`config.mk`:
```
export PLATFORM = sky130hd
export DESIGN_NAME = vrc_top
export DESIGN_NICKNAME = d
export VERILOG_FILES = /design/src/rtl/vrc_pkg.sv /design/src/rtl/vrc_top.sv /design/src/rtl/vrc_gain_decode.sv
export SDC_FILE = /design/constraint.sdc
export NUM_CORES = 1
export LEC_CHECK = 0
export BUFFER_PORTS_ARGS = -buffer_cell sky130_fd_sc_hd__buf_2
export CAP_MARGIN = 20
export CORE_UTILIZATION = 30
export CTS_CLUSTER_SIZE = 16
export DETAILED_ROUTE_END_ITERATION = 6
export GPL_ROUTABILITY_DRIVEN = 0
export HOLD_SLACK_MARGIN = 0.05
export PLACE_DENSITY = 0.59
export SYNTH_ARGS = -nofsm -noshare
export SYNTH_HDL_FRONTEND = slang
export SYNTH_SLANG_ARGS = --single-unit
```
`constraint.sdc`:
```
create_clock -name clk_sys -period 2.5 [get_ports clk_sys]
set_input_delay 0.25 -clock clk_sys [delete_from_list [all_inputs] [get_ports clk_sys]]
set_output_delay 0.25 -clock clk_sys [all_outputs]
set_load 0.05 [all_outputs]
```
`src/rtl/vrc_pkg.sv`:
```
package vrc_pkg;
  // register map (byte addresses on the apb word grid)
  localparam logic [11:0] VRC_ADDR_CONTROL = 12'h000;
  localparam logic [11:0] VRC_ADDR_STATUS = 12'h004;
  localparam logic [11:0] VRC_ADDR_SETTLE = 12'h008;
  // control field positions
  localparam int VRC_BIT_ENABLE = 7;
  localparam int VRC_BIT_READY = 6;
  localparam int VRC_BIT_TEMP_EN = 5;
  localparam int VRC_BIT_TEMP_RNG = 4;
  localparam int VRC_BIT_CDS_HI = 3;
  localparam int VRC_BIT_CDS_LO = 2;
  localparam int VRC_BIT_ADC_HI = 1;
  localparam int VRC_BIT_ADC_LO = 0;
  localparam logic [7:0] VRC_CONTROL_RESET = 8'h00;
  // settle time in microseconds, and its cycle count at 50 MHz
  localparam int VRC_CLK_MHZ = 50;
  localparam int VRC_SETTLE_US = 25;
  localparam int VRC_SETTLE_CYCLES = VRC_SETTLE_US * VRC_CLK_MHZ;
  localparam logic [15:0] VRC_SETTLE_RESET = 16'(VRC_SETTLE_CYCLES);
  localparam logic [15:0] VRC_CNT_ZERO = 16'h0000;
  localparam logic [15:0] VRC_CNT_ONE = 16'h0001;
  localparam logic [31:0] VRC_RDATA_ZERO = 32'h0000_0000;

  typedef enum logic [1:0] {
    VRC_GAIN_OFF = 2'b00,
    VRC_GAIN_X1 = 2'b01,
    VRC_GAIN_X2 = 2'b10,
    VRC_GAIN_X4 = 2'b11
  } vrc_gain_t;

  // one amplifier's decoded drive
  typedef struct packed {
    logic on;
    logic x1;
    logic x2;
    logic x4;
  } vrc_amp_t;

  typedef struct packed {
    logic [11:0] paddr;
    logic psel;
    logic penable;
    logic pwrite;
    logic [31:0] pwdata;
  } vrc_apb_req_t;

  typedef struct packed {
    logic [31:0] prdata;
    logic pready;
    logic pslverr;
  } vrc_apb_rsp_t;
endpackage

```
`src/rtl/vrc_top.sv`:
```
`timescale 1ns/1ns
`default_nettype none
// Operation
// - writing one to control bit 7 turns the reference on, zero keeps it off.
// - the ready flag at bit 6 is set by hardware only after settling and ignores writes.
// - ready stays low for a settling interval after enable rather than rising at once.
// - two gain stages each pick 1x, 2x or 4x independently of the other.
// - bits 1-0 set the converter gain, 11 is 4x, 10 is 2x, 01 is 1x.
// - bits 3-2 set the comparator, dac and sensing gain with the same coding.
module vrc_top
  import vrc_pkg::*;
(
  input wire logic clk_sys,
  input wire logic resetn,
  input wire vrc_pkg::vrc_apb_req_t apb_req,
  output vrc_pkg::vrc_apb_rsp_t apb_rsp,
  output logic reference_enable,
  output logic reference_ready,
  output logic temp_indicator_enable,
  output logic temp_indicator_range,
  output vrc_pkg::vrc_amp_t converter_amp,
  output vrc_pkg::vrc_amp_t cmp_dac_sense_amp
);
  import vrc_pkg::*;

  typedef struct packed {
    logic [7:0] control;
    logic ready;
    logic [15:0] settle_len;
    logic [15:0] count;
    vrc_apb_rsp_t rsp;
    vrc_amp_t adc_amp;
    vrc_amp_t cds_amp;
  } vrc_state_t;

  vrc_state_t state_ff;
  vrc_state_t nxt_state;
  vrc_amp_t adc_dec;
  vrc_amp_t cds_dec;
  logic setup_acc;
  logic wr_acc;
  logic rd_acc;
  logic ctl_wr;
  logic addr_hit;
  logic [7:0] ctl_view;
  logic [7:0] nxt_ctl;

  vrc_gain_decode u_adc_dec (
    .code(nxt_ctl[VRC_BIT_ADC_HI:VRC_BIT_ADC_LO]),
    .amp(adc_dec)
  );
  vrc_gain_decode u_cds_dec (
    .code(nxt_ctl[VRC_BIT_CDS_HI:VRC_BIT_CDS_LO]),
    .amp(cds_dec)
  );

  // zero-wait slave: setup then access always completes
  assign setup_acc = apb_req.psel & ~apb_req.penable;
  assign wr_acc = apb_req.psel & apb_req.penable & apb_req.pwrite;
  assign rd_acc = setup_acc & ~apb_req.pwrite;
  assign ctl_wr = wr_acc & (apb_req.paddr == VRC_ADDR_CONTROL);
  assign addr_hit = (apb_req.paddr == VRC_ADDR_CONTROL) | (apb_req.paddr == VRC_ADDR_STATUS) |
    (apb_req.paddr == VRC_ADDR_SETTLE);

  // next control kept apart so the decoders do not loop through nxt_state
  always_comb begin
    ctl_view = state_ff.control;
    ctl_view[VRC_BIT_READY] = state_ff.ready;
    nxt_ctl = state_ff.control;
    if (ctl_wr) begin
      nxt_ctl = apb_req.pwdata[7:0];
      nxt_ctl[VRC_BIT_READY] = 1'b0;
    end
  end

  always_comb begin
    nxt_state = state_ff;
    nxt_state.rsp.pready = 1'b1;
    nxt_state.control = nxt_ctl;
    // error decided at setup so it stands beside pready in access
    if (setup_acc) begin
      nxt_state.rsp.pslverr = ~addr_hit;
    end
    if (wr_acc && (apb_req.paddr == VRC_ADDR_SETTLE)) begin
      nxt_state.settle_len = apb_req.pwdata[15:0];
    end
    // read data prepared during setup, stable through access
    if (rd_acc) begin
      case (apb_req.paddr)
        VRC_ADDR_CONTROL: nxt_state.rsp.prdata = {24'h000000, ctl_view};
        VRC_ADDR_STATUS: nxt_state.rsp.prdata = {16'h0000, state_ff.count};
        VRC_ADDR_SETTLE: nxt_state.rsp.prdata = {16'h0000, state_ff.settle_len};
        default: nxt_state.rsp.prdata = VRC_RDATA_ZERO;
      endcase
    end
    if (!nxt_state.control[VRC_BIT_ENABLE]) begin
      nxt_state.ready = 1'b0;
      nxt_state.count = VRC_CNT_ZERO;
    end else if (!state_ff.control[VRC_BIT_ENABLE]) begin
      // fresh enable reloads the settle timer; zero length still waits one cycle
      nxt_state.ready = 1'b0;
      nxt_state.count = (state_ff.settle_len == VRC_CNT_ZERO) ? VRC_CNT_ONE : state_ff.settle_len;
    end else if (state_ff.count > VRC_CNT_ONE) begin
      nxt_state.count = state_ff.count - VRC_CNT_ONE;
    end else if (state_ff.count == VRC_CNT_ONE) begin
      nxt_state.count = VRC_CNT_ZERO;
      nxt_state.ready = 1'b1;
    end
    nxt_state.adc_amp = adc_dec;
    nxt_state.cds_amp = cds_dec;
  end

  always_ff @(posedge clk_sys or negedge resetn) begin
    if (!resetn) begin
      state_ff <= '0;
      state_ff.control <= VRC_CONTROL_RESET;
      state_ff.settle_len <= VRC_SETTLE_RESET;
    end else begin
      state_ff <= nxt_state;
    end
  end

  // outputs are flops; pready held high so every access takes two cycles
  assign apb_rsp = state_ff.rsp;
  assign reference_enable = state_ff.control[VRC_BIT_ENABLE];
  assign reference_ready = state_ff.ready;
  assign temp_indicator_enable = state_ff.control[VRC_BIT_TEMP_EN];
  assign temp_indicator_range = state_ff.control[VRC_BIT_TEMP_RNG];
  assign converter_amp = state_ff.adc_amp;
  assign cmp_dac_sense_amp = state_ff.cds_amp;
endmodule
`default_nettype wire

```
`src/rtl/vrc_gain_decode.sv`:
```
`timescale 1ns/1ns
`default_nettype none
module vrc_gain_decode
  import vrc_pkg::*;
(
  input wire logic [1:0] code,
  output var vrc_pkg::vrc_amp_t amp
);
  import vrc_pkg::*;

  always_comb begin
    amp = '0;
    case (vrc_gain_t'(code))
      VRC_GAIN_OFF: amp = '0;
      VRC_GAIN_X1: begin
        amp.on = 1'b1;
        amp.x1 = 1'b1;
      end
      VRC_GAIN_X2: begin
        amp.on = 1'b1;
        amp.x2 = 1'b1;
      end
      VRC_GAIN_X4: begin
        amp.on = 1'b1;
        amp.x4 = 1'b1;
      end
      default: amp = '0;
    endcase
  end
endmodule
`default_nettype wire

```
=== Yosys cells after proc, flatten, opt, wreduce, memory -nomap -nowiden ===
Cells that the tools add are included.

* $add $sub $neg: 1
* Multipliers: 0
* Divide/modulo/power cells: 0
* Order comparisons: 1
* Equality and inequality tests: 12
* Shift operators: 0
* Multiplexer cells: 19
* Bitwise operators: 10
* Reductions and logical operators: 8

{| class="wikitable"
|+ Operators by type and width
! kind !! count
|-
| 16-bit 2-to-1 mux || 5
|-
| 16-bit case mux with 3 select lines || 1
|-
| 16-bit by 1-bit equality test with 1-bit output, second input constant || 1
|-
| 16-bit by 1-bit > comparator with 1-bit output, second input constant || 1
|-
| 16-bit zero test || 1
|-
| 16-bit by 1-bit subtractor with 16-bit output, second input constant || 1
|-
| 12-bit by 3-bit equality test with 1-bit output, second input constant || 1
|-
| 12-bit by 4-bit equality test with 1-bit output, second input constant || 1
|-
| 12-bit zero test || 1
|-
| 1-bit 2-to-1 mux || 10
|-
| 2-bit equality test, second input constant || 4
|-
| 8-bit 2-to-1 mux || 1
|-
| 3-bit OR reduction || 2
|-
| 1-bit AND || 5
|-
| 2-bit by 1-bit equality test with 1-bit output, second input constant || 2
|-
| 2-bit zero test || 2
|-
| 4-bit by 2-bit != test with 1-bit output, second input constant || 1
|-
| 1-bit case mux with 2 select lines || 2
|-
| 3-bit by 2-bit != test with 1-bit output, second input constant || 1
|-
| 3-bit != test, second input constant || 1
|-
| 1-bit NOT || 3
|-
| 1-bit bitwise OR || 2
|-
| 2-bit AND reduction || 1
|-
| 1-bit logical AND || 1
|}

* Bits in registers: 82
* Latch bits: 0
* Memory bits (writable): 0
* Bits in read-only memories: 0
* Input port bits: 49
* Logic and storage cells: 67
* Memories kept: 0

=== Logic depth before layout (Yosys ltp) ===
* Depth in word-level cells: 7
* Mapped depth: 7
* Mapped depth without buffers: 7

=== Cells and area by module ===
From an unflattened synthesis, not the netlist that was laid out.

* Cell total of the unflattened synthesis: 356
* Area total of the unflattened synthesis: 3565.9 um2

{| class="wikitable"
|+ By module, submodules not included
! module !! instances !! cells each !! area an instance (um2) !! seq. area each (um2)
|-
| vrc_top || 1 || 348 || 3508.4 || 1657.8
|-
| vrc_gain_decode || 2 || 4 || 28.8 || 0.0
|}

=== Least setup slack after synthesis ===
OpenSTA, ideal clock, no wires.

* Path type: flip-flop to flip-flop
* Start: reg state_ff[42] (netlist bit)
* End: reg state_ff[55] (netlist bit)
* Data arrival time: 1.817 ns
* Data required time: 2.413 ns
* Path slack: 0.596 ns
* Cell stages (with the launch flop): 6
* Path buffers: 0
* Period minus slack after synthesis: 1.904 ns
* Cells stage by stage: dfrtp_1 nor4_4 nand3_4 or4b_4 xor2_1 a211oi_2

* Word-level cells in the longest chain between the ends: 4

{| class="wikitable"
|+ Ends and longest elaborated chain
! element !! RTL line !! source
|-
| from (decl) || vrc_top.sv:36 || <nowiki>vrc_state_t state_ff;</nowiki>
|-
| from (signal assigned) || vrc_top.sv:119 || <nowiki>state_ff <= nxt_state;</nowiki>
|-
| 16-bit by 1-bit subtractor with 16-bit output / 16-bit by 1-bit > comparator with 1-bit output (equally long branches) || vrc_top.sv:104, vrc_top.sv:103 ||
|-
| 16-bit 2-to-1 mux || vrc_top.sv:103 || <nowiki>end else if (state_ff.count > VRC_CNT_ONE) begin</nowiki>
|-
| 16-bit 2-to-1 mux || vrc_top.sv:99 || <nowiki>end else if (!state_ff.control[VRC_BIT_ENABLE]) begin</nowiki>
|-
| 16-bit 2-to-1 mux || vrc_top.sv:96 || <nowiki>if (!nxt_state.control[VRC_BIT_ENABLE]) begin</nowiki>
|}

Parallel ways exist; a longest one is shown, timed or not.
A chain may end at the register's enable or synchronous reset.

=== Worst setup path after layout ===
* Start: reg state_ff[42] (netlist bit)
* End: reg state_ff[43] (netlist bit)

The elaborated chain is that of the path after synthesis.

==> summary.md <==
| Metric | Value |
|---|---|
| CTS tree | done |
| Die height | 110 um |
| Min-Delay Endpoint | temp_indicator_enable |
| DRT iter0 DRCs | 146 |
| Unrepaired setup endpoints after global routing | false |
| Post-synth EDFFs | 0 |
| Buf/Inv on CP | 2 |
| Clk slew on worst S/H paths | 0.06 ns |
| PwrDens | 603 nW/um2 |
| Final Util | 0.367 |
| Post-synth cell types | 55 |
| Effective utilization at floorplan | 0.314 |
| Delay of the slowest critical-path stage | between 0.6 and 0.7 ns |
| Fraction of registers with async set/reset | 1.00 |
| Setup Viol. Count Final | 0 |
| Final non-filler cell total | 514 |
| DRC Markers | 0 |
| Pin count of the biggest net entering global routing | 25 |
| Slew HR | 0.447 |
| Num rows | 38 |
| Vias/cell | 4.86 |
| Critical path required time | ~2.8 ns |
| Largest vdd supply drop | 0.315 mV |
| Ranking of synthesized cells by area | dfrtp_1, buf_4, mux2_2 |
| Fill cells | between 1k and 1.5k |
| Status | completed |
| Worst-Skew Late Latency | 0.34 ns |
| R2r setup slk | 0.27 ns |
| Setup bufs post-CTS | 0 |
| CP Max Fanout | 9 |
| Post-Synthesis Cells | 319 |
| Final hold vios | 0 |
| Sequential cell area fraction in the yosys report | 0.476 |
| Crit path max-delay family | compound AO/OA/AOI/OAI gates |
| Leakage | 0.00212 uW |
| Crit path depth | 7 |
| Total Routed Length | approximately 8000 um |
| Max-Cap Viols | 0 |
| Crit path time final | 2.23 ns |
| Synth Area per Inst | ~11 um2 |
| Post-detail-place hpwl | between 5000 and 6000 um |
| Startpoint class of the critical path | flip-flop |
| Crit path top cell by count | inv_1 |
| FF-to-FF End | state_ff[43] |
| Max Freq | 0.449 GHz |
| H-tree levels | 3 |
| Vias in the first global route | 2516 |
| Number of synthesis warnings | 0 |
| Top_reg_cell synth | dfrtp_1 |
| Placed Instances | 497 |
| R2R cell count | 7 |
| I/O pin total | 95 |
| Crit path max-delay cell type | a21oi_1 |
| Worst hold path cell count | 3 |
| Clk_skew | 0.00514 ns |
| Avg WL per Cell | 15.6 um |
| Nets@finish | 420 |
| Die ar. | 12000 um2 |
| IO buf count | between 60 and 70 |
| Routed vias | around 2.5k |
| Die X-Extent | 110 um |
| CORE AREA | 11100 um2 |
| Critical Path AT | 2.49 ns |
| DRT Pass-1 Iters | 4 |
| Final setup TNS | 0 ns |
| Worst hold slack | roughly 0.12 ns |
| Clk buf depth | 2 |
| Critical-path cell list | inv_1, ha_1, nor2_1, inv_1, a21oi_1, nor3b_1, a221o_1 |
| Total grt overflow | 0 |
| Yosys top cell area share | 0.439 |
| Crit. End Element | flip-flop |
| Hold_sp | apb_req[5] |
| Synth area leader | dfrtp_1 |
| Clk root buf | clkbuf_16 |
| CTS Sinks | 66 |
| Critical path class | flip-flop to flip-flop |
| Synthesized area | between 3000 and 4000 um2 |
| First-pass GRT wire length | around 13000 um |
| Origin of the critical flop-to-flop path | state_ff[42] |
| Initial antenna violation count | 0 |
| Hold Path Class | input pin to flip-flop |
| Worst-margin pin slew | 0.829 ns |
| Antenna Violating Nets Remaining | 0 |
| Overall Global Routing Usage | 0.147 |
| Yosys reg bits | 66 |
| Area grow syn2layout | 16.6% |
| Diode count | 0 |
| Inserted Clock Buffers | 9 |
| Final Max Slew Viols | 0 |
| Fin crit share | 0.890 |
| Layout cells sized above 1 | 0.340 |
[cells by family after synthesis]
family / synth area share
buffers and inverters: 0.114
AND/OR/NAND/NOR: 0.156
XOR/XNOR: 0.0201
multiplexers: 0.0924
other: 0.00216
flip-flops: 0.476
adder cells (fa/ha/maj): 0.00719
AO/OA/AOI/OAI: 0.132
[per-stage QoR]
step	power, uW	setup WS (ns)	area, um2
2_1_floorplan	1190	0.596	3540
3_3_place_gp	1230	0.351	3760
3_5_place_dp	1230	0.330	3760
4_1_cts	2470	0.302	4060
5_1_grt	2550	0.0523	4060
6_report	2450	0.275	4060
[timing repair]
item,4_1_cts,5_1_grt
gates resized for setup,0,0
endpoints found under the hold margin,19,0
hold buffers,1,0
[per-layer routing]
metal | vias to the layer above | global-route usage | wire length (um) | part of all wire
li1 | 1189 | - | - | -
met1 | 1220 | 0.189 | 3710 | 0.46
met4 | 0 | 0.0629 | 175 | 0.022
met3 | 12 | 0.0451 | 494 | 0.061
met5 | - | 0 | 0 | 0
met2 | 75 | 0.227 | 3650 | 0.45
[worst max-delay path by stage]
stage,endpoint,start
after floorplan,state_ff[55],state_ff[42]
after global placement,state_ff[42],state_ff[52]
after detailed placement,state_ff[48],state_ff[42]
after CTS,state_ff[43],state_ff[42]
after global routing,state_ff[50],state_ff[42]
final,state_ff[43],state_ff[42]
[layout make-up]
class	count	area, um2	area share
flip-flops and latches	66	1660	0.408
repair buffers	75	410	0.101
well taps	140	175	0.0431
inverters	11	41.3	0.0102
clock inverters	7	68.8	0.0169
multi-input cells	206	1480	0.365
clock buffers	9	225	0.0555
[Yosys cell counts (all sizes together), types with 2 or more instances]
master	count
mux2i	13
buf	47
ha	2
nor4	10
a211oi	11
xor2	5
inv	10
clkbuf	4
xnor2	3
nand3b	6
dfrtp	61
nor3	5
or3	2
dfstp	5
o22ai	2
a22o	8
nor2	24
nor3b	3
a22oi	12
nand3	6
mux2	17
o21ai	9
a21o	9
nand4	3
nand2	19
a21oi	5
conb	2
[sequential cells by signal (all words and copies together) (netlist names)]
signal	cells
reference_enable	1
ctl_view	4
state_ff	32
temp_indicator_enable	1
apb_rsp	18
temp_indicator_range	1
converter_amp	4
reference_ready	1
cmp_dac_sense_amp	4
[placed cells by master (no fill, tap or decap), types with 5 or more instances in the layout]
cell | synthesis | final
a211oi_1 | 10 | 10
a21o_1 | 9 | 9
a21oi_1 | 5 | 5
a22o_1 | 8 | 8
a22oi_1 | 12 | 12
buf_2 | 3 | 62
buf_4 | 43 | 12
clkbuf_16 | 0 | 9
conb_1 | 2 | 17
dfrtp_1 | 61 | 61
dfstp_2 | 5 | 5
inv_1 | 10 | 10
mux2_2 | 17 | 17
mux2i_1 | 13 | 13
nand2_1 | 19 | 19
nand3_1 | 5 | 5
nand3b_1 | 6 | 6
nor2_1 | 23 | 23
nor4_1 | 5 | 5
o21ai_0 | 8 | 8
xor2_1 | 5 | 5
[worst reg2reg max path, cell delays in order (launching register included)]
cell	delay, ns
dfrtp_1	0.48
inv_1	0.10
ha_1	0.30
nor2_1	0.12
inv_1	0.07
a21oi_1	0.65
nor3b_1	0.30
a221o_1	0.16
[report_power, final]
part           leakage (uW)  total [uW]  internal (uW)  switching (uW)
logic               0.00108         137           30.8             106
registers          0.000897        1070           1070           0.742
clock network      0.000142        1240            768             474
total               0.00212        2450           1870             580
(Power assumes the default switching activity.)
